`src/pif_regs.vh`:
```
// register offsets, field positions and reset values of the
// peripheral interrupt request flag block.
// assumes byte-wide registers on a plain strobe port.
`ifndef PIF_REGS_VH
`define PIF_REGS_VH

// ------------------------------------------------------------
// register offsets on the plain port
// ------------------------------------------------------------
`define PIF_ADDR_W 4
`define PIF_OFS_REQ2 4'h0
`define PIF_OFS_REQ3 4'h1
`define PIF_OFS_REQ4 4'h2

// ------------------------------------------------------------
// reset values and implemented-bit masks
// ------------------------------------------------------------
`define PIF_RST_REQ2 8'h00
`define PIF_RST_REQ3 8'h00
`define PIF_RST_REQ4 8'h00
`define PIF_IMPL_REQ2 8'hf3
`define PIF_IMPL_REQ3 8'hff
`define PIF_IMPL_REQ4 8'hff

// ------------------------------------------------------------
// field positions, request register 2
// ------------------------------------------------------------
`define PIF_R2_TIMER6_MATCH 7
`define PIF_R2_COMPARATOR2 6
`define PIF_R2_COMPARATOR1 5
`define PIF_R2_NONVOLATILE_DONE 4
`define PIF_R2_TIMER4_MATCH 1
`define PIF_R2_ACCUM_ROLLOVER 0

// ------------------------------------------------------------
// field positions, request registers 3 and 4
// ------------------------------------------------------------
`define PIF_R3_OSC_FAIL 7
`define PIF_R3_CLOCK_SWITCH 6
`define PIF_R3_TIMER3_GATE 5
`define PIF_R3_TIMER3_OVF 4
`define PIF_R4_WAVEGEN2 7
`define PIF_R4_WAVEGEN1 6
`define PIF_R4_TIMER5_GATE 5
`define PIF_R4_TIMER5_OVF 4

// ------------------------------------------------------------
// capture/compare/pwm mode codes, two bits per unit
// ------------------------------------------------------------
`define PIF_MODE_OFF 2'h0
`define PIF_MODE_CAPTURE 2'h1
`define PIF_MODE_COMPARE 2'h2
`define PIF_MODE_PWM 2'h3

`endif

```
`src/pif_edge_det.v`:
```
// edge detector for a vector of level-type event sources.
// assumes the levels come from logic on the same clock.
`timescale 1ns/100ps
`default_nettype none

module pif_edge_det #(
  parameter W = 9
) (
  input wire clk,
  input wire sys_rst,
  input wire [W-1:0] level_in,
  output reg [W-1:0] rise_out,
  output reg [W-1:0] fall_out
);

  reg [W-1:0] prev_r;

  // ------------------------------------------------------------
  // remember last level, flag edges for one cycle
  // ------------------------------------------------------------
  always @(posedge clk) begin
    if (sys_rst) begin
      prev_r <= {W{1'b0}};
      rise_out <= {W{1'b0}};
      fall_out <= {W{1'b0}};
    end else begin
      prev_r <= level_in;
      rise_out <= level_in & ~prev_r;
      fall_out <= prev_r & ~level_in;
    end
  end

endmodule // pif_edge_det

`default_nettype wire

```
`src/pif_ccp_sel.v`:
```
// mode-dependent event select for four capture/compare/pwm units.
// assumes mode and events come from logic on the same clock.
`timescale 1ns/100ps
`default_nettype none
`include "pif_regs.vh"

module pif_ccp_sel (
  input wire [7:0] capcmp_mode_select,
  input wire [3:0] capture_evt,
  input wire [3:0] compare_evt,
  input wire [3:0] pwm_fall,
  output reg [3:0] unit_set
);

  // picks the one event that counts in the unit's mode
  function pick;
    input [1:0] mode;
    input cap;
    input cmp;
    input pwm;
    begin
      case (mode)
        `PIF_MODE_CAPTURE: pick = cap;
        `PIF_MODE_COMPARE: pick = cmp;
        `PIF_MODE_PWM: pick = pwm;
        default: pick = 1'b0;
      endcase
    end
  endfunction

  integer i;

  // ------------------------------------------------------------
  // per-unit selection
  // ------------------------------------------------------------
  always @* begin
    unit_set = 4'h0;
    for (i = 0; i < 4; i = i + 1) begin
      unit_set[i] = pick(capcmp_mode_select[2*i +: 2], capture_evt[i],
        compare_evt[i], pwm_fall[i]);
    end
  end

endmodule // pif_ccp_sel

`default_nettype wire

```
`src/pif_flag_regs.v`:
```
// peripheral interrupt request flag registers 2, 3 and 4.
// assumes on-chip peripherals on clk drive one-cycle event pulses
// or levels, and the cpu uses the plain strobe register port.
//
// Overview of operation
// RULE_01: flags set regardless of any enable
// RULE_02: software clears stale flags before enabling
// RULE_03: register 2 bits 3-2 read zero, ignore writes
// RULE_04: flags read/write, hardware set, reset zero
// RULE_05: timer 6 period match sets reg2 bit7
// RULE_06: comparators 2,1 set reg2 bits 6,5
// RULE_07: memory programming done sets reg2 bit4
// RULE_08: timer 4 period match sets reg2 bit1
// RULE_09: oscillator accumulator rollover sets reg2 bit0
// RULE_10: oscillator failure sets reg3 bit7
// RULE_11: clock switch done sets reg3 bit6
// RULE_12: timer 3 gate closing sets reg3 bit5
// RULE_13: timer 3 overflow sets reg3 bit4
// RULE_14: logic cells 4..1 set reg3 bits 3..0
// RULE_15: waveform generators 2,1 shutdown set reg4 bits 7,6
// RULE_16: timer 5 gate closing sets reg4 bit5
// RULE_17: timer 5 overflow sets reg4 bit4
// RULE_18: units 4,3 set reg4 bits 3,2 by mode
// RULE_19: units 2,1 set reg4 bits 1,0 by mode
// RULE_20: hardware set beats same-cycle software clear
`timescale 1ns/100ps
`default_nettype none
`include "pif_regs.vh"

module pif_flag_regs (
  input wire clk,
  input wire sys_rst,
  // register port
  input wire [`PIF_ADDR_W-1:0] reg_addr,
  input wire [7:0] reg_wdata,
  input wire reg_wr,
  input wire reg_rd,
  output reg [7:0] reg_rdata,
  // request register 2 sources, one-cycle pulses
  input wire timer6_match_evt,
  input wire comparator2_evt,
  input wire comparator1_evt,
  input wire nonvolatile_done_evt,
  input wire timer4_match_evt,
  input wire oscillator_accum_rollover_evt,
  // request register 3 sources
  input wire oscillator_fail_lvl,
  input wire clock_switch_done_evt,
  input wire timer3_gate_lvl,
  input wire timer3_overflow_evt,
  input wire [3:0] logic_cell_irq_evt,
  // request register 4 sources
  input wire [1:0] waveform_gen_shutdown_lvl,
  input wire timer5_gate_lvl,
  input wire timer5_overflow_evt,
  input wire [7:0] capcmp_mode_select,
  input wire [3:0] capcmp_capture_evt,
  input wire [3:0] capcmp_compare_evt,
  input wire [3:0] capcmp_pwm_out,
  // flag values towards the enable and priority logic
  output reg [7:0] periph_irq_request_2,
  output reg [7:0] periph_irq_request_3,
  output reg [7:0] periph_irq_request_4
);

  // ------------------------------------------------------------
  // helper functions
  // ------------------------------------------------------------

  // next flag value: software value where written, then or-in
  // the hardware sets so a same-cycle event is never lost
  function [7:0] flag_next;
    input [7:0] cur;
    input hit;
    input [7:0] wdata;
    input [7:0] hw_set;
    input [7:0] impl;
    reg [7:0] base;
    begin
      base = hit ? wdata : cur;
      flag_next = (base | hw_set) & impl; // RULE_20
    end
  endfunction

  // address match for a write or read strobe
  function hit_of;
    input strobe;
    input [`PIF_ADDR_W-1:0] addr;
    input [`PIF_ADDR_W-1:0] ofs;
    begin
      hit_of = strobe && (addr == ofs);
    end
  endfunction

  // ------------------------------------------------------------
  // level sources turned into edge pulses
  // ------------------------------------------------------------

  // bit order: pwm outputs 3..0, wavegen 2..1, timer5 gate,
  // timer3 gate, oscillator fail
  wire [8:0] lvl_vec;
  wire [8:0] lvl_rise;
  wire [8:0] lvl_fall;

  assign lvl_vec = {capcmp_pwm_out, waveform_gen_shutdown_lvl,
    timer5_gate_lvl, timer3_gate_lvl, oscillator_fail_lvl};

  pif_edge_det #(
    .W(9)
  ) u_edges (
    .clk(clk),
    .sys_rst(sys_rst),
    .level_in(lvl_vec),
    .rise_out(lvl_rise),
    .fall_out(lvl_fall)
  );

  // named edge events
  wire osc_fail_set;
  wire timer3_gate_set;
  wire timer5_gate_set;
  wire [1:0] wavegen_set;
  wire [3:0] pwm_trail_set;

  assign osc_fail_set = lvl_rise[0]; // RULE_10
  assign timer3_gate_set = lvl_fall[1]; // RULE_12
  assign timer5_gate_set = lvl_fall[2]; // RULE_16
  assign wavegen_set = lvl_rise[4:3]; // RULE_15
  assign pwm_trail_set = lvl_fall[8:5];

  // ------------------------------------------------------------
  // capture/compare/pwm event selection by mode
  // ------------------------------------------------------------
  wire [3:0] capcmp_set;

  pif_ccp_sel u_ccp_sel (
    .capcmp_mode_select(capcmp_mode_select),
    .capture_evt(capcmp_capture_evt),
    .compare_evt(capcmp_compare_evt),
    .pwm_fall(pwm_trail_set),
    .unit_set(capcmp_set)
  );

  // ------------------------------------------------------------
  // hardware set vector, request register 2
  // ------------------------------------------------------------

  // no enable input exists here, so sets cannot be gated
  reg [7:0] set2;

  always @* begin
    set2 = 8'h00; // RULE_01
    set2[`PIF_R2_TIMER6_MATCH] = timer6_match_evt; // RULE_05
    set2[`PIF_R2_COMPARATOR2] = comparator2_evt; // RULE_06
    set2[`PIF_R2_COMPARATOR1] = comparator1_evt; // RULE_06
    set2[`PIF_R2_NONVOLATILE_DONE] = nonvolatile_done_evt; // RULE_07
    set2[`PIF_R2_TIMER4_MATCH] = timer4_match_evt; // RULE_08
    set2[`PIF_R2_ACCUM_ROLLOVER] = oscillator_accum_rollover_evt; // RULE_09
  end

  // ------------------------------------------------------------
  // hardware set vector, request register 3
  // ------------------------------------------------------------
  reg [7:0] set3;

  always @* begin
    set3 = 8'h00;
    set3[`PIF_R3_OSC_FAIL] = osc_fail_set; // RULE_10
    set3[`PIF_R3_CLOCK_SWITCH] = clock_switch_done_evt; // RULE_11
    set3[`PIF_R3_TIMER3_GATE] = timer3_gate_set; // RULE_12
    set3[`PIF_R3_TIMER3_OVF] = timer3_overflow_evt; // RULE_13
    set3[3:0] = logic_cell_irq_evt; // RULE_14
  end

  // ------------------------------------------------------------
  // hardware set vector, request register 4
  // ------------------------------------------------------------
  reg [7:0] set4;

  always @* begin
    set4 = 8'h00;
    set4[`PIF_R4_WAVEGEN2] = wavegen_set[1]; // RULE_15
    set4[`PIF_R4_WAVEGEN1] = wavegen_set[0]; // RULE_15
    set4[`PIF_R4_TIMER5_GATE] = timer5_gate_set; // RULE_16
    set4[`PIF_R4_TIMER5_OVF] = timer5_overflow_evt; // RULE_17
    set4[3:2] = capcmp_set[3:2]; // RULE_18
    set4[1:0] = capcmp_set[1:0]; // RULE_19
  end

  // ------------------------------------------------------------
  // write decode
  // ------------------------------------------------------------
  wire wr_req2;
  wire wr_req3;
  wire wr_req4;

  assign wr_req2 = hit_of(reg_wr, reg_addr, `PIF_OFS_REQ2);
  assign wr_req3 = hit_of(reg_wr, reg_addr, `PIF_OFS_REQ3);
  assign wr_req4 = hit_of(reg_wr, reg_addr, `PIF_OFS_REQ4);

  // ------------------------------------------------------------
  // next flag values
  // ------------------------------------------------------------
  wire [7:0] req2_nxt;
  wire [7:0] req3_nxt;
  wire [7:0] req4_nxt;

  // unimplemented bits of register 2 are masked out here
  assign req2_nxt = flag_next(periph_irq_request_2, wr_req2,
    reg_wdata, set2, `PIF_IMPL_REQ2); // RULE_03
  assign req3_nxt = flag_next(periph_irq_request_3, wr_req3,
    reg_wdata, set3, `PIF_IMPL_REQ3); // RULE_04
  assign req4_nxt = flag_next(periph_irq_request_4, wr_req4,
    reg_wdata, set4, `PIF_IMPL_REQ4); // RULE_04

  // ------------------------------------------------------------
  // flag registers
  // ------------------------------------------------------------

  // flags hold until software writes a zero; any reset clears
  always @(posedge clk) begin
    if (sys_rst) begin
      periph_irq_request_2 <= `PIF_RST_REQ2; // RULE_04
      periph_irq_request_3 <= `PIF_RST_REQ3; // RULE_04
      periph_irq_request_4 <= `PIF_RST_REQ4; // RULE_04
    end else begin
      periph_irq_request_2 <= req2_nxt;
      periph_irq_request_3 <= req3_nxt;
      periph_irq_request_4 <= req4_nxt;
    end
  end

  // ------------------------------------------------------------
  // field view of the flags
  // ------------------------------------------------------------

  // one named wire per flag; the read path is built from these,
  // so the empty holes of register 2 are tied off by shape
  // register 2 fields
  wire timer6_match_flag;
  wire comparator2_flag;
  wire comparator1_flag;
  wire nonvolatile_done_flag;
  wire timer4_match_flag;
  wire oscillator_accum_rollover_flag;

  // register 3 fields
  wire oscillator_fail_flag;
  wire clock_switch_done_flag;
  wire timer3_gate_flag;
  wire timer3_overflow_flag;
  wire logic_cell4_flag;
  wire logic_cell3_flag;
  wire logic_cell2_flag;
  wire logic_cell1_flag;

  // register 4 fields
  wire waveform_gen2_shutdown_flag;
  wire waveform_gen1_shutdown_flag;
  wire timer5_gate_flag;
  wire timer5_overflow_flag;
  wire capcmp_unit4_flag;
  wire capcmp_unit3_flag;
  wire capcmp_unit2_flag;
  wire capcmp_unit1_flag;

  // register 2 field taps
  assign timer6_match_flag = periph_irq_request_2[`PIF_R2_TIMER6_MATCH];
  assign comparator2_flag = periph_irq_request_2[`PIF_R2_COMPARATOR2];
  assign comparator1_flag = periph_irq_request_2[`PIF_R2_COMPARATOR1];
  assign nonvolatile_done_flag =
    periph_irq_request_2[`PIF_R2_NONVOLATILE_DONE];
  assign timer4_match_flag = periph_irq_request_2[`PIF_R2_TIMER4_MATCH];
  assign oscillator_accum_rollover_flag =
    periph_irq_request_2[`PIF_R2_ACCUM_ROLLOVER];

  // register 3 field taps
  assign oscillator_fail_flag = periph_irq_request_3[`PIF_R3_OSC_FAIL];
  assign clock_switch_done_flag = periph_irq_request_3[`PIF_R3_CLOCK_SWITCH];
  assign timer3_gate_flag = periph_irq_request_3[`PIF_R3_TIMER3_GATE];
  assign timer3_overflow_flag = periph_irq_request_3[`PIF_R3_TIMER3_OVF];
  assign logic_cell4_flag = periph_irq_request_3[3];
  assign logic_cell3_flag = periph_irq_request_3[2];
  assign logic_cell2_flag = periph_irq_request_3[1];
  assign logic_cell1_flag = periph_irq_request_3[0];

  // register 4 field taps
  assign waveform_gen2_shutdown_flag = periph_irq_request_4[`PIF_R4_WAVEGEN2];
  assign waveform_gen1_shutdown_flag = periph_irq_request_4[`PIF_R4_WAVEGEN1];
  assign timer5_gate_flag = periph_irq_request_4[`PIF_R4_TIMER5_GATE];
  assign timer5_overflow_flag = periph_irq_request_4[`PIF_R4_TIMER5_OVF];
  assign capcmp_unit4_flag = periph_irq_request_4[3];
  assign capcmp_unit3_flag = periph_irq_request_4[2];
  assign capcmp_unit2_flag = periph_irq_request_4[1];
  assign capcmp_unit1_flag = periph_irq_request_4[0];

  // ------------------------------------------------------------
  // read path
  // ------------------------------------------------------------
  reg [7:0] rdata_nxt;

  // data valid the cycle after the strobe only, zero otherwise;
  // unmapped offsets read as zero
  always @* begin
    rdata_nxt = 8'h00;
    if (reg_rd) begin
      case (reg_addr)
        `PIF_OFS_REQ2: begin
          rdata_nxt = {timer6_match_flag, comparator2_flag,
            comparator1_flag, nonvolatile_done_flag, 2'b00,
            timer4_match_flag, oscillator_accum_rollover_flag}; // RULE_03
        end
        `PIF_OFS_REQ3: begin
          rdata_nxt = {oscillator_fail_flag, clock_switch_done_flag,
            timer3_gate_flag, timer3_overflow_flag, logic_cell4_flag,
            logic_cell3_flag, logic_cell2_flag, logic_cell1_flag};
        end
        `PIF_OFS_REQ4: begin
          rdata_nxt = {waveform_gen2_shutdown_flag,
            waveform_gen1_shutdown_flag, timer5_gate_flag,
            timer5_overflow_flag, capcmp_unit4_flag, capcmp_unit3_flag,
            capcmp_unit2_flag, capcmp_unit1_flag};
        end
        default: begin
          rdata_nxt = 8'h00;
        end
      endcase
    end
  end

  always @(posedge clk) begin
    if (sys_rst) begin
      reg_rdata <= 8'h00;
    end else begin
      reg_rdata <= rdata_nxt;
    end
  end

endmodule // pif_flag_regs

`default_nettype wire

```
`config.mk`:
```
export PLATFORM = sky130hd
export DESIGN_NAME = pif_flag_regs
export DESIGN_NICKNAME = d
export VERILOG_FILES = /design/src/pif_edge_det.v /design/src/pif_ccp_sel.v /design/src/pif_flag_regs.v
export VERILOG_INCLUDE_DIRS = /design/src
export SDC_FILE = /design/constraint.sdc
export NUM_CORES = 1
export LEC_CHECK = 0
export ABC_AREA = 1
export BUFFER_PORTS_ARGS = -buffer_cell sky130_fd_sc_hd__buf_2
export CAP_MARGIN = 0
export CORE_MARGIN = 5
export CORE_UTILIZATION = 34
export CTS_BUF_LIST = sky130_fd_sc_hd__clkbuf_2 sky130_fd_sc_hd__clkbuf_4 sky130_fd_sc_hd__clkbuf_8
export CTS_CLUSTER_DIAMETER = 50
export CTS_CLUSTER_SIZE = 28
export DETAILED_ROUTE_END_ITERATION = 8
export PLACE_DENSITY_LB_ADDON = 0.08
export SETUP_SLACK_MARGIN = 0.02
export SLEW_MARGIN = 20
export SYNTH_ARGS = -nofsm -noshare
export SYNTH_HDL_FRONTEND = slang
export SYNTH_SLANG_ARGS = --single-unit
```
`constraint.sdc`:
```
create_clock -name clk -period 0.8 [get_ports clk]
set_clock_uncertainty 0.1 [all_clocks]
set_input_delay 0 -clock clk [delete_from_list [all_inputs] [get_ports clk]]
set_output_delay 0 -clock clk [all_outputs]
set_load 0.01 [all_outputs]
```
==> results of run 1 <==
## Yosys cell counts
library cell,number,share of area
sky130_fd_sc_hd__nor2_4,1,0.0052
sky130_fd_sc_hd__nand4_1,22,0.063
sky130_fd_sc_hd__inv_2,2,0.0034
sky130_fd_sc_hd__buf_4,7,0.024
sky130_fd_sc_hd__nand2_1,70,0.12
sky130_fd_sc_hd__nor3_1,5,0.011
sky130_fd_sc_hd__nand3_2,2,0.0092
sky130_fd_sc_hd__or2_2,4,0.011
sky130_fd_sc_hd__conb_1,1,0.0017
sky130_fd_sc_hd__buf_6,4,0.021
sky130_fd_sc_hd__nor2_1,16,0.027
sky130_fd_sc_hd__buf_1,1,0.0017
sky130_fd_sc_hd__a21oi_1,2,0.0046
sky130_fd_sc_hd__dfxtp_1,48,0.44
sky130_fd_sc_hd__nand3_1,55,0.13
sky130_fd_sc_hd__buf_2,4,0.0092
sky130_fd_sc_hd__nor2_2,2,0.0057
sky130_fd_sc_hd__inv_1,67,0.12
## worst paths after layout
kind / start / end / slack [ns] / cells after the start
max: periph_irq_request_2[0] / periph_irq_request_2[0] / -0.15 / 2
min: reg_wdata[5] / periph_irq_request_3[5] / -0.02 / 5
max reg2reg: periph_irq_request_2[0] / reg_rdata[0] / -0.08 / 5
min reg2reg: u_edges.prev_r[4] / u_edges.rise_out[4] / 0.29 / 1
## state kept, by name (all words and copies together), names as in the netlist
register              count
u_edges.prev_r            9
u_edges.rise_out          3
periph_irq_request_4      8
periph_irq_request_2      6
periph_irq_request_3      8
reg_rdata                 8
u_edges.fall_out          6
## cells in the final DEF, fill, tap and decap left out, types with 5 or more instances in the layout
cell type | synthesis | routed
sky130_fd_sc_hd__nand3_2 | 2 | 42
sky130_fd_sc_hd__buf_2 | 4 | 53
sky130_fd_sc_hd__dfxtp_4 | 0 | 10
sky130_fd_sc_hd__nand3_1 | 55 | 14
sky130_fd_sc_hd__nor2_1 | 16 | 15
sky130_fd_sc_hd__dlygate4sd3_1 | 0 | 21
sky130_fd_sc_hd__dfxtp_1 | 48 | 19
sky130_fd_sc_hd__inv_1 | 67 | 63
sky130_fd_sc_hd__clkbuf_8 | 0 | 5
sky130_fd_sc_hd__nand2_2 | 0 | 12
sky130_fd_sc_hd__buf_4 | 7 | 18
sky130_fd_sc_hd__nand4_1 | 22 | 22
sky130_fd_sc_hd__dfxtp_2 | 0 | 19
sky130_fd_sc_hd__nand2_1 | 70 | 57
sky130_fd_sc_hd__buf_6 | 4 | 37
sky130_fd_sc_hd__inv_2 | 2 | 6
## metal layers
layer / routed length [µm] / vias to the layer above / global-route usage / part of all wire
met5: 0 / - / 0 / 0
li1: - / 1210 / - / -
met4: 133 / 0 / 0.05335 / 0.020
met3: 264 / 15 / 0.02922 / 0.040
met2: 3191 / 55 / 0.2543 / 0.49
met1: 2978 / 1007 / 0.1996 / 0.45
## metrics by stage
stage          TNS [ns]    util  instances
2_1_floorplan         0       -        314
3_3_place_gp     -5.731  0.4350        478
4_1_cts          -2.838  0.5361        513
6_report         -2.564  0.5789        513
5_1_grt          -4.139  0.5789        513
3_5_place_dp     -6.100  0.4350        478
## worst min-delay path: stages
cell                      delay [ns]
sky130_fd_sc_hd__buf_2          0.11
sky130_fd_sc_hd__nand4_1        0.10
sky130_fd_sc_hd__nand3_2        0.07
sky130_fd_sc_hd__nand2_1        0.05
sky130_fd_sc_hd__inv_1          0.03
## logic make-up (layout without fill, tap and decap cells)
family | Yosys count | count (layout)
AOI/OAI and AO/OA | 2 | 2
buffers and inverters | 85 | 207
DFF | 48 | 48
and+or+nand+nor | 177 | 177
other | 1 | 2
## final cells by class
cell class	instances	area (µm²)	area share
clock buffer	5	68.82	0.01883
clock inverter	3	46.29	0.01267
inverter	69	259.0	0.07087
multi-input combinational	181	1122	0.3071
sequential	48	1022	0.2797
tap	77	96.34	0.02636
timing repair buffer	130	1040	0.2845
## power by group through the flow
stage / combinational [mW] / sequential, mW / clock, mW
finish: 1.13 / 2.64 / 1.81
global route: 1.25 / 2.65 / 1.94
CTS: 1.03 / 2.64 / 1.89
detailed placement: 0.795 / 2.66 / 0
global placement: 0.781 / 2.66 / 0
floorplan: 0.408 / 2.68 / 0
## what timing repair did
item                                   4_1_cts  5_1_grt
setup buffers                                5        2
setup endpoints to repair                   40       61
endpoints found under the hold margin       41        3
resized for setup                           68       73
pin swaps                                    8       15
==> summary by stage, run 1 <==
Power
Of the total power, the share spent switching nets is 0.2717. The switching component of the power is 1.516 mW. Internal power comes to 4.066 mW. The share of total power dissipated in sequential elements is 0.472. The areal power density over the cells is 1527 nW/µm².

The worst supply voltage drop on vdd is 0.0008917 V. The clock power share is 0.324. Of the total power, combinational logic draws 0.203. The reported leakage power is 1.967 nW. The design draws 5.582 mW.

Synthesis
After synthesis, the share of cell area in mux cells is 0. The combinational family with the most area after synthesis is simple AND/OR/NAND/NOR gates. Of the total synthesized cell area, the portion taken by XOR and XNOR cells is 0. In this run, distinct cell masters in the synthesized netlist total 18.

The average instance area after synthesis is 6.980 µm². Synthesis produced 313 cells. The cell area that synthesis handed to floorplanning was 2185 µm². The share of the Yosys chip area taken by registers is 0.4399.

The compound-gate portion of the synthesized area is 0.004582. The number of synthesis warnings is 0. Of the total synthesized cell area, the portion taken by full adders, half adders and majority gates is 0. The flip-flop and latch count after synthesis is 48. Of the total synthesized cell area, the portion taken by AND, OR, NAND and NOR gates is 0.3797.

Routing
After detailed routing, the total wire length is 6568 µm. The remaining design rule violation count is 0. The count of antenna-violating nets left after detailed routing is 0. The per-cell routed wire length is 12.80 µm. The overall via count from detail_route is 2287. The first-pass iteration count of the detailed router is 4. The number of vias per cell after detailed routing is 4.458. The detailed router finished its first iteration with 127 violations.

Floorplan
From left edge to right edge, the die measures 90.16 µm. The initial utilization of the core area, before any placement, comes to 0.3460. The floorplan step set the die height to 90.16 µm. The total number of placement rows is 29. The die covers 8128 µm². The total area inside the core boundary comes to 6314 µm². During I/O placement, the number of pins put on the boundary was 86.

STA
The number of max-slew violations in the final report was 0. The maximum frequency from static timing analysis is 1053 MHz. Setup repair after global routing could not meet its margin everywhere.

The worst path in the final design needs a cycle of 0.9492 ns, including I/O delays and setup. The minimum hold slack is -0.02285 ns. Setup violations remaining at the end of the flow were counted as 41. Once routing completed, OpenROAD measured the worst setup slack at -0.1492 ns. Dividing the final minimum period by the clock period gives 1.187. The number of hold-slack violations in the final timing report is 27.

Critical path
On the critical path the largest part of the delay comes from flip-flops. The type of element capturing the critical path is an output pin. Of all nets on the critical path, the largest fanout is 2. STA puts the critical path data arrival time at 0.85 ns. The largest incremental delay on the critical path is 0.34 ns.

STA classifies the critical path startpoint as a flip-flop. The most repeated library cell on the critical path is sky130_fd_sc_hd__buf_6. The type of the setup path with the least slack is reg2out. The signal on the critical path passes through buf_6, buf_6. The count of buffer and inverter cells on the critical path is 2. For this design, the slowest cell found on the critical path is sky130_fd_sc_hd__dfxtp_2. The worst endpoint required time is 0.70 ns.

Job
The number of maximum-capacitance violations is 0.

Global route
The via count of the first global-routing pass is 2182. Entering global routing, the biggest net connects 19 pins. Across every metal layer, demand over resource in global routing totals 0.1537. The number of antenna violations at the first check in global routing was 0. The first-pass GRT wire length is 10350 µm. Summed over all layers, the global routing overflow is 0.

Final layout
The net count reported at finish is 489. The number of antenna cells inserted is 0. After filler insertion, the fill cell instance count of the layout stands at 613. Summing all non-filler instances in the final layout gives an area of 3655 µm². The fraction of layout instances using a drive strength above 1 is 0.5000. From synthesis to final layout, the design area changed by 67.30%.

CTS
The clock root buffer master is sky130_fd_sc_hd__clkbuf_8. The CTS clock-pin slew for the worst setup and hold paths is 0.10 ns. The number of clock sinks is 48. The post-cts hold buffer count is 22.

No sink is reached through more buffers than the 2 on the longest clock path. The clock latency at the later pin of the worst-skew pair is 0.30 ns. The number of buffers created by CTS is 5. The TritonCTS clock tree is done. The H-tree generated during clock tree synthesis spans 2 levels.

Placed design
OpenSTA, run right after detailed placement, puts the worst setup slack at -0.2331 ns. The estimated wirelength of the detail-placed design is 4482 µm. Input and output buffers added on the ports amount to 83. The final estimated routing congestion in global placement is 0.8028.

The cell area after placement is 2746 µm².

Worst hold path
The classification of the worst-slack hold path is in2reg.

Status
The checks that failed: negative hold slack, negative setup slack. The run finished, with violations left.
Power figures use the tool's default switching activity.
==> run 2: changes to the inputs <==
--- a/config.mk
+++ b/config.mk
@@ -17,6 +17,7 @@
 export DETAILED_ROUTE_END_ITERATION = 8
 export PLACE_DENSITY_LB_ADDON = 0.08
 export SETUP_SLACK_MARGIN = 0.02
+export SKIP_LAST_GASP = 1
 export SLEW_MARGIN = 20
 export SYNTH_ARGS = -nofsm -noshare
 export SYNTH_HDL_FRONTEND = slang
==> run 2 against run 1 <==
The flow still finishes with violations (negative hold slack, negative setup slack). First-iteration DRC count decreased by 36%. Setup slack about the same. Wire length shrank 0.37%. Clock power is essentially flat. Cell count did not move. Non-clock buffer count stayed put. Maximum frequency hardly changed. Sequential share of layout area about the same. Clock-buffer cell count unchanged. Via count rose by 0.39%. Largest cell class unchanged.
==> summary by stage, run 2 (synthesized netlist as in run 1, its figures left out) <==
STA
The number of max-slew violations in the final report is 0. The tightest hold path in the finished design has a slack of -0.02522 ns. The time the worst path needs with I/O delays and setup is 0.9492 ns. The maximum frequency from static timing analysis is 1054 MHz. Setup repair after global routing could not meet its margin everywhere.

The final critical-path share of the clock period is 1.186. The setup TNS after final layout is -2.541 ns. The final worst slack is -0.1492 ns. The number of setup violations in the final report is 41. The number of hold-slack violations in the final timing report is 26.

Critical path
Among the stages of the critical path, the cell type that occurs most often is sky130_fd_sc_hd__buf_6. The cell count of the worst reg-to-reg path is 5. The reg-to-reg startpoint is periph_irq_request_2[0]. The largest incremental delay on the critical path is 0.34 ns. For flop-to-flop paths, the worst setup slack is -0.07 ns.

The type of element capturing the critical path is an output pin. For the worst setup path, the data arrival time is 0.85 ns. The worst-path cell with the longest stage delay is sky130_fd_sc_hd__dfxtp_2.

Following the worst setup path forward leads to its endpoint at periph_irq_request_2[0]. The launch point of the critical path is periph_irq_request_2[0]. The signal on the critical path passes through buf_6, buf_6. STA puts the critical path data required time at 0.70 ns.

The sort of element at the start of the critical path is a flip-flop. The worst register-to-register path ends at reg_rdata[0]. The maximum fanout along the worst path is 2. The type of the setup path with the least slack is reg2out.

Final layout
The register with the most flip-flops in the layout has 9 of them. The top cell types in the final layout, fill and taps aside, are 63 x sky130_fd_sc_hd__inv_1, 58 x sky130_fd_sc_hd__nand2_1, 53 x sky130_fd_sc_hd__buf_2. The fraction of layout instances using a drive strength above 1 is 0.4931. The register with the most flip-flops in the final layout is u_edges.prev_r. The total area of multi-input combinational cells is 1111 µm². The post-layout utilization of the core is 0.5767.

The number of antenna diodes in the final layout is 0. The area growth from synthesis to layout is 66.67%. Counting the fill cells in the layout gives 617. The net count reported at finish is 489.

The library cell used most frequently in the layout, excluding fill and tap cells, is sky130_fd_sc_hd__inv_1. Registers take 1020 µm². The final non-filler cell area is 3641 µm². The finished layout holds 513 standard cells, fillers aside.

Status
The run finished, with violations left. The final reports fail on negative hold slack, negative setup slack.

Routing
The initial detailed-routing violation count is 81. Once detail routing completed, the nets flagged for antenna violations numbered 0. For this run, design rule violations remaining after detail routing come to 0. The first-pass iteration count of the detailed router is 4. The overall via count from detail_route is 2296. The per-cell routed wire length is 12.76 µm.

The number of vias per cell after detailed routing is 4.476. The final layout contains routed wiring with a total length of 6544 µm.

Floorplan
The die span in x is 90.16 µm. The standard cell core area is 6314 µm². The number of top-level design ports is 86. The initial utilization of the core area, before any placement, comes to 0.3460. The total number of placement rows is 29. Measured along the y axis, the die boundary spans 90.16 µm.

The die covers 8128 µm².

Global route
The number of antenna violations at the first check in global routing is 0. The first-pass GRT wire length is 10330 µm. The pin count of the biggest net entering global routing is 19. After global routing the overflow that remains totals 0. The via count of the first global-routing pass is 2186.

The global-route usage over all layers is 0.1534.

Placed design
The congestion estimate from routability-driven global placement came to 0.8028. The placed instances occupy a cell area of 2746 µm². Prior to clock tree synthesis, the placed netlist has a worst setup slack of -0.2331 ns. Summed over all nets, the half-perimeter wirelength after detailed placement is 4482 µm.

The number of port buffers is 83. After detailed placement, the design holds a cell count of 478.

CTS
The tree is rooted in a sky130_fd_sc_hd__clkbuf_8. After clock tree synthesis, the clock-pin slew on the worst setup and hold paths is 0.10 ns. The number of clock sinks is 48.

The maximum buffer depth of the clock tree is 2. The post-cts hold buffer count is 22. In this run, CTS created clock tree buffers numbering 5. The H-tree was split into 2 levels. TritonCTS built the clock tree. The clock latency at the later pin of the worst-skew pair is 0.30 ns.

Job
Across the run, the number of max-cap violations was 0.

Power
The total power consumption of the routed design is 5.577 mW. The worst supply voltage drop on vdd is 0.0008904 V. In this run the static leakage power is 1.962 nW. Dividing total power by cell area gives a power density of 1532 nW/µm².

Worst hold path
The min-delay analysis places its worst path in the category in2reg.
==> run 2: layout make-up <==
cell class,count,share of cell area
tap,77,0.02646
inverter,69,0.07113
multi-input combinational,181,0.3052
clock buffer,5,0.01890
sequential,48,0.2801
timing repair buffer,130,0.2856
clock inverter,3,0.01271
==> run 2: how the worst min path moves through the flow <==
stage	start	to	slack, ns	cells after the start
finish	reg_wdata[5]	periph_irq_request_3[5]	-0.03	5
global route	reg_addr[0]	reg_rdata[3]	-0.02	4
CTS	reg_addr[0]	reg_rdata[2]	-0.04	4
detailed placement	capcmp_pwm_out[3]	u_edges.fall_out[8]	0.08	2
global placement	capcmp_pwm_out[3]	u_edges.fall_out[8]	0.08	2
floorplan	capcmp_pwm_out[3]	u_edges.fall_out[8]	-0.03	1
==> run 2: report_power, final <==
group	internal (mW)	leakage, nW	total [mW]	switching (mW)
sequential	2.52	0.408	2.64	0.115
clock	0.943	0.0548	1.81	0.868
combinational	0.600	1.50	1.13	0.528
==> run 2: critical path, delay by kind of cell, from the launching register on <==
kind | cells | cell delay (ns)
flops | 1 | 0.34
buf+inv | 2 | 0.22
==> run 2: routing by layer <==
metal / GRT usage / part of all wire
met1: 0.1981 / 0.44
met2: 0.2549 / 0.49
met3: 0.02922 / 0.042
met4: 0.05335 / 0.021
met5: 0 / 0
==> run 2: what timing repair did <==
item	CTS	global route
buffers inserted	5	2
endpoints found under the hold margin	41	2
pin swaps	8	15
resized for setup	64	73
setup endpoints to repair	40	61
==> run 3: changes to the inputs <==
--- a/config.mk
+++ b/config.mk
@@ -21,4 +21,5 @@
 export SLEW_MARGIN = 20
 export SYNTH_ARGS = -nofsm -noshare
 export SYNTH_HDL_FRONTEND = slang
+export SYNTH_HIERARCHICAL = 1
 export SYNTH_SLANG_ARGS = --single-unit
==> run 3 against run 2 <==
The run still ends with negative hold slack, negative setup slack left. Synthesized cell count up 0.96%. Cell count up 2.3%. Total power down 6.1%. Clock-buffer cell count unchanged. Wire length down 1.5%. Global-route usage up 0.070 points. Combinational power up 5%. Largest power group unchanged. Maximum frequency down 0.28%. Critical endpoint is now periph_irq_request_4[0]. First-iteration DRC count down 7.4%. Critical path depth unchanged.
==> summary by stage, run 3 <==
Routing
After detailed routing, the number of vias per cell comes to 4.480. For this block, the via count after detailed routing is 2352. In the final routed layout, each cell accounts on average for 12.28 µm. The first routing iteration left 75 violations. The first-pass iteration count of the detailed router is 4. The count of antenna-violating nets left after detailed routing is 0. The remaining design rule violation count is 0. Wires add up to 6447 µm.

Floorplan
The initial cell density of the core is 0.3462. The number of top-level design ports is 86. The die extent in y is 90.18 µm. The die covers 8132 µm². After floorplanning, the core was divided into 29 placement rows. The core region is 6314 µm². The die is 90.18 µm wide.

Final layout
Of the cells placed in the final design, the portion with a size suffix greater than 1 is 0.4844. The net count reported at finish is 501. The number of antenna cells inserted is 0. In the layout the commonest cells are 67 x sky130_fd_sc_hd__inv_1, 58 x sky130_fd_sc_hd__buf_2, 57 x sky130_fd_sc_hd__nand2_1. The most common cell after layout, fill and taps aside is sky130_fd_sc_hd__inv_1. Leaving out filler cells and counting taps, the final layout contains 525. The area added between synthesis and finish is 69.15%. The register with the most flip-flops in the layout has 9 of them.

Measured on the finished design, the core utilization comes to 0.5856. The register containing the most flip-flops in the final layout is u_edges/prev_r. The filler cell count is 601.

STA
Hold timing on the final database bottoms out at a slack of -0.04721 ns. The final critical-path share of the clock period is 1.190. Setup total negative slack on the finished layout was measured at -2.831 ns.

After layout, the minimum clock period comes to 0.9518 ns. Setup violations remaining at the end of the flow were counted as 45. Setup repair after global routing could not meet its margin everywhere.

Across all setup checks in the final design, the least slack found is -0.1518 ns. The maximum frequency from static timing analysis is 1051 MHz. The number of max-slew violations in the final report came to 0. The number of hold-slack violations in the final timing report is 30.

Placed design
After legalization and detailed placement, the total HPWL measured 4479 µm. Once placement completed, the tool counted placed cells totaling 483. The post-placement setup slack is -0.2941 ns. During placement, the flow inserted port buffers numbering 83. The congestion estimate from routability-driven global placement came to 0.7809.

Global route
The pin count of the biggest net entering global routing is 39. The first global-routing pass estimated 10520 µm of wire. The via count of the first global-routing pass is 2283. The number of antenna violations at the first check in global routing came to 0. The total congestion overflow is 0.

The global-route usage over all layers is 0.1541.

CTS
At the later pin of the worst-skew pair, clock insertion delay measures 0.30 ns. The number of buffers created by CTS is 5. Clock tree synthesis found a total of 48 sinks. The clock root buffer master is sky130_fd_sc_hd__clkbuf_8. Counting along the longest clock path gives a buffer depth of 2.

Clock-pin slew was measured on the worst setup and hold paths at 0.09 ns. The TritonCTS clock tree is done. The number of H-tree branching levels is 2.

Status
The flow ran to the end, but the final reports show violations. The final reports fail on negative hold slack, negative setup slack.

Critical path
The type of element capturing the critical path is an output pin. The sort of element at the start of the critical path is a flip-flop. The worst setup path is of the reg2out kind.

In this run the worst path has a maximum fanout of 2. The worst endpoint required time is 0.70 ns. The setup check on the worst reg-to-reg path leaves a slack of -0.11 ns. Data arrives at the worst endpoint at 0.85 ns.

Power
Across the VDD grid, the largest voltage drop is 0.001105 V. The reported leakage power is 2.042 nW. The areal power density over the cells is 1417 nW/µm².

Job
Max-cap violations in this run came to 0.

Worst hold path
The min-delay analysis places its worst path in the category in2reg.

Synthesis
The number of synthesis warnings is 6. The instance count of the mapped netlist is 316. The average instance area after synthesis is 6.917 µm². After synthesis the cells add up to 2186 µm².
## run 3: what timing repair did
action                                 in CTS  in global routing
endpoints found under the hold margin      42                  9
setup endpoints to repair                  40                 75
gates cloned                                0                  2
hold buffers                               23                  1
setup buffers                               8                  1
gates resized for setup                    72                 58
pin swaps                                   5                  9
## run 3: layout make-up
cell class,instances,area [µm²],share of cell area
multi-input combinational,177,1089,0.2944
tap,77,96.34,0.02606
inverter,77,291.5,0.07885
clock buffer,5,68.82,0.01861
sequential,48,1005,0.2717
clock inverter,3,18.77,0.005076
timing repair inverter,1,7.507,0.002030
timing repair buffer,137,1121,0.3032
## run 3: routing by layer
layer / global-route usage / share of wire / up-vias
met5: 0 / 0 / -
met4: 0.03598 / 0.0079 / 0
met3: 0.03589 / 0.058 / 4
met2: 0.2707 / 0.51 / 60
met1: 0.1899 / 0.43 / 1046
li1: - / - / 1242
## run 3: where the power goes
group | internal, mW | switching [mW] | leakage (nW)
Clock | 0.610 | 0.815 | 0.0479
Sequential | 2.53 | 0.0984 | 0.406
Combinational | 0.634 | 0.552 | 1.59
Total | 3.77 | 1.47 | 2.04
## run 3: worst paths after layout
path / from / to / cells after the start
max: periph_irq_request_4[0] / periph_irq_request_4[0] / 2
min: sys_rst / u_edges/fall_out[1] / 4
max reg2reg: periph_irq_request_2[7] / reg_rdata[7] / 5
min reg2reg: u_edges/prev_r[3] / u_edges/rise_out[3] / 1
## run 3: through the flow
stage	hold WS, ns	cell area, µm²	power [mW]
finish	-0.04721	3697	5.238
global route	-0.04945	3697	5.537
CTS	-0.05679	3440	5.197
detailed placement	0.07553	2778	3.451
global placement	0.07567	2778	3.448
floorplan	-0.02849	2207	3.061
## run 3: worst max-delay path, stage by stage (launching register included)
cell                      delay, ns
sky130_fd_sc_hd__dfxtp_2       0.34
sky130_fd_sc_hd__buf_6         0.11
sky130_fd_sc_hd__buf_6         0.11
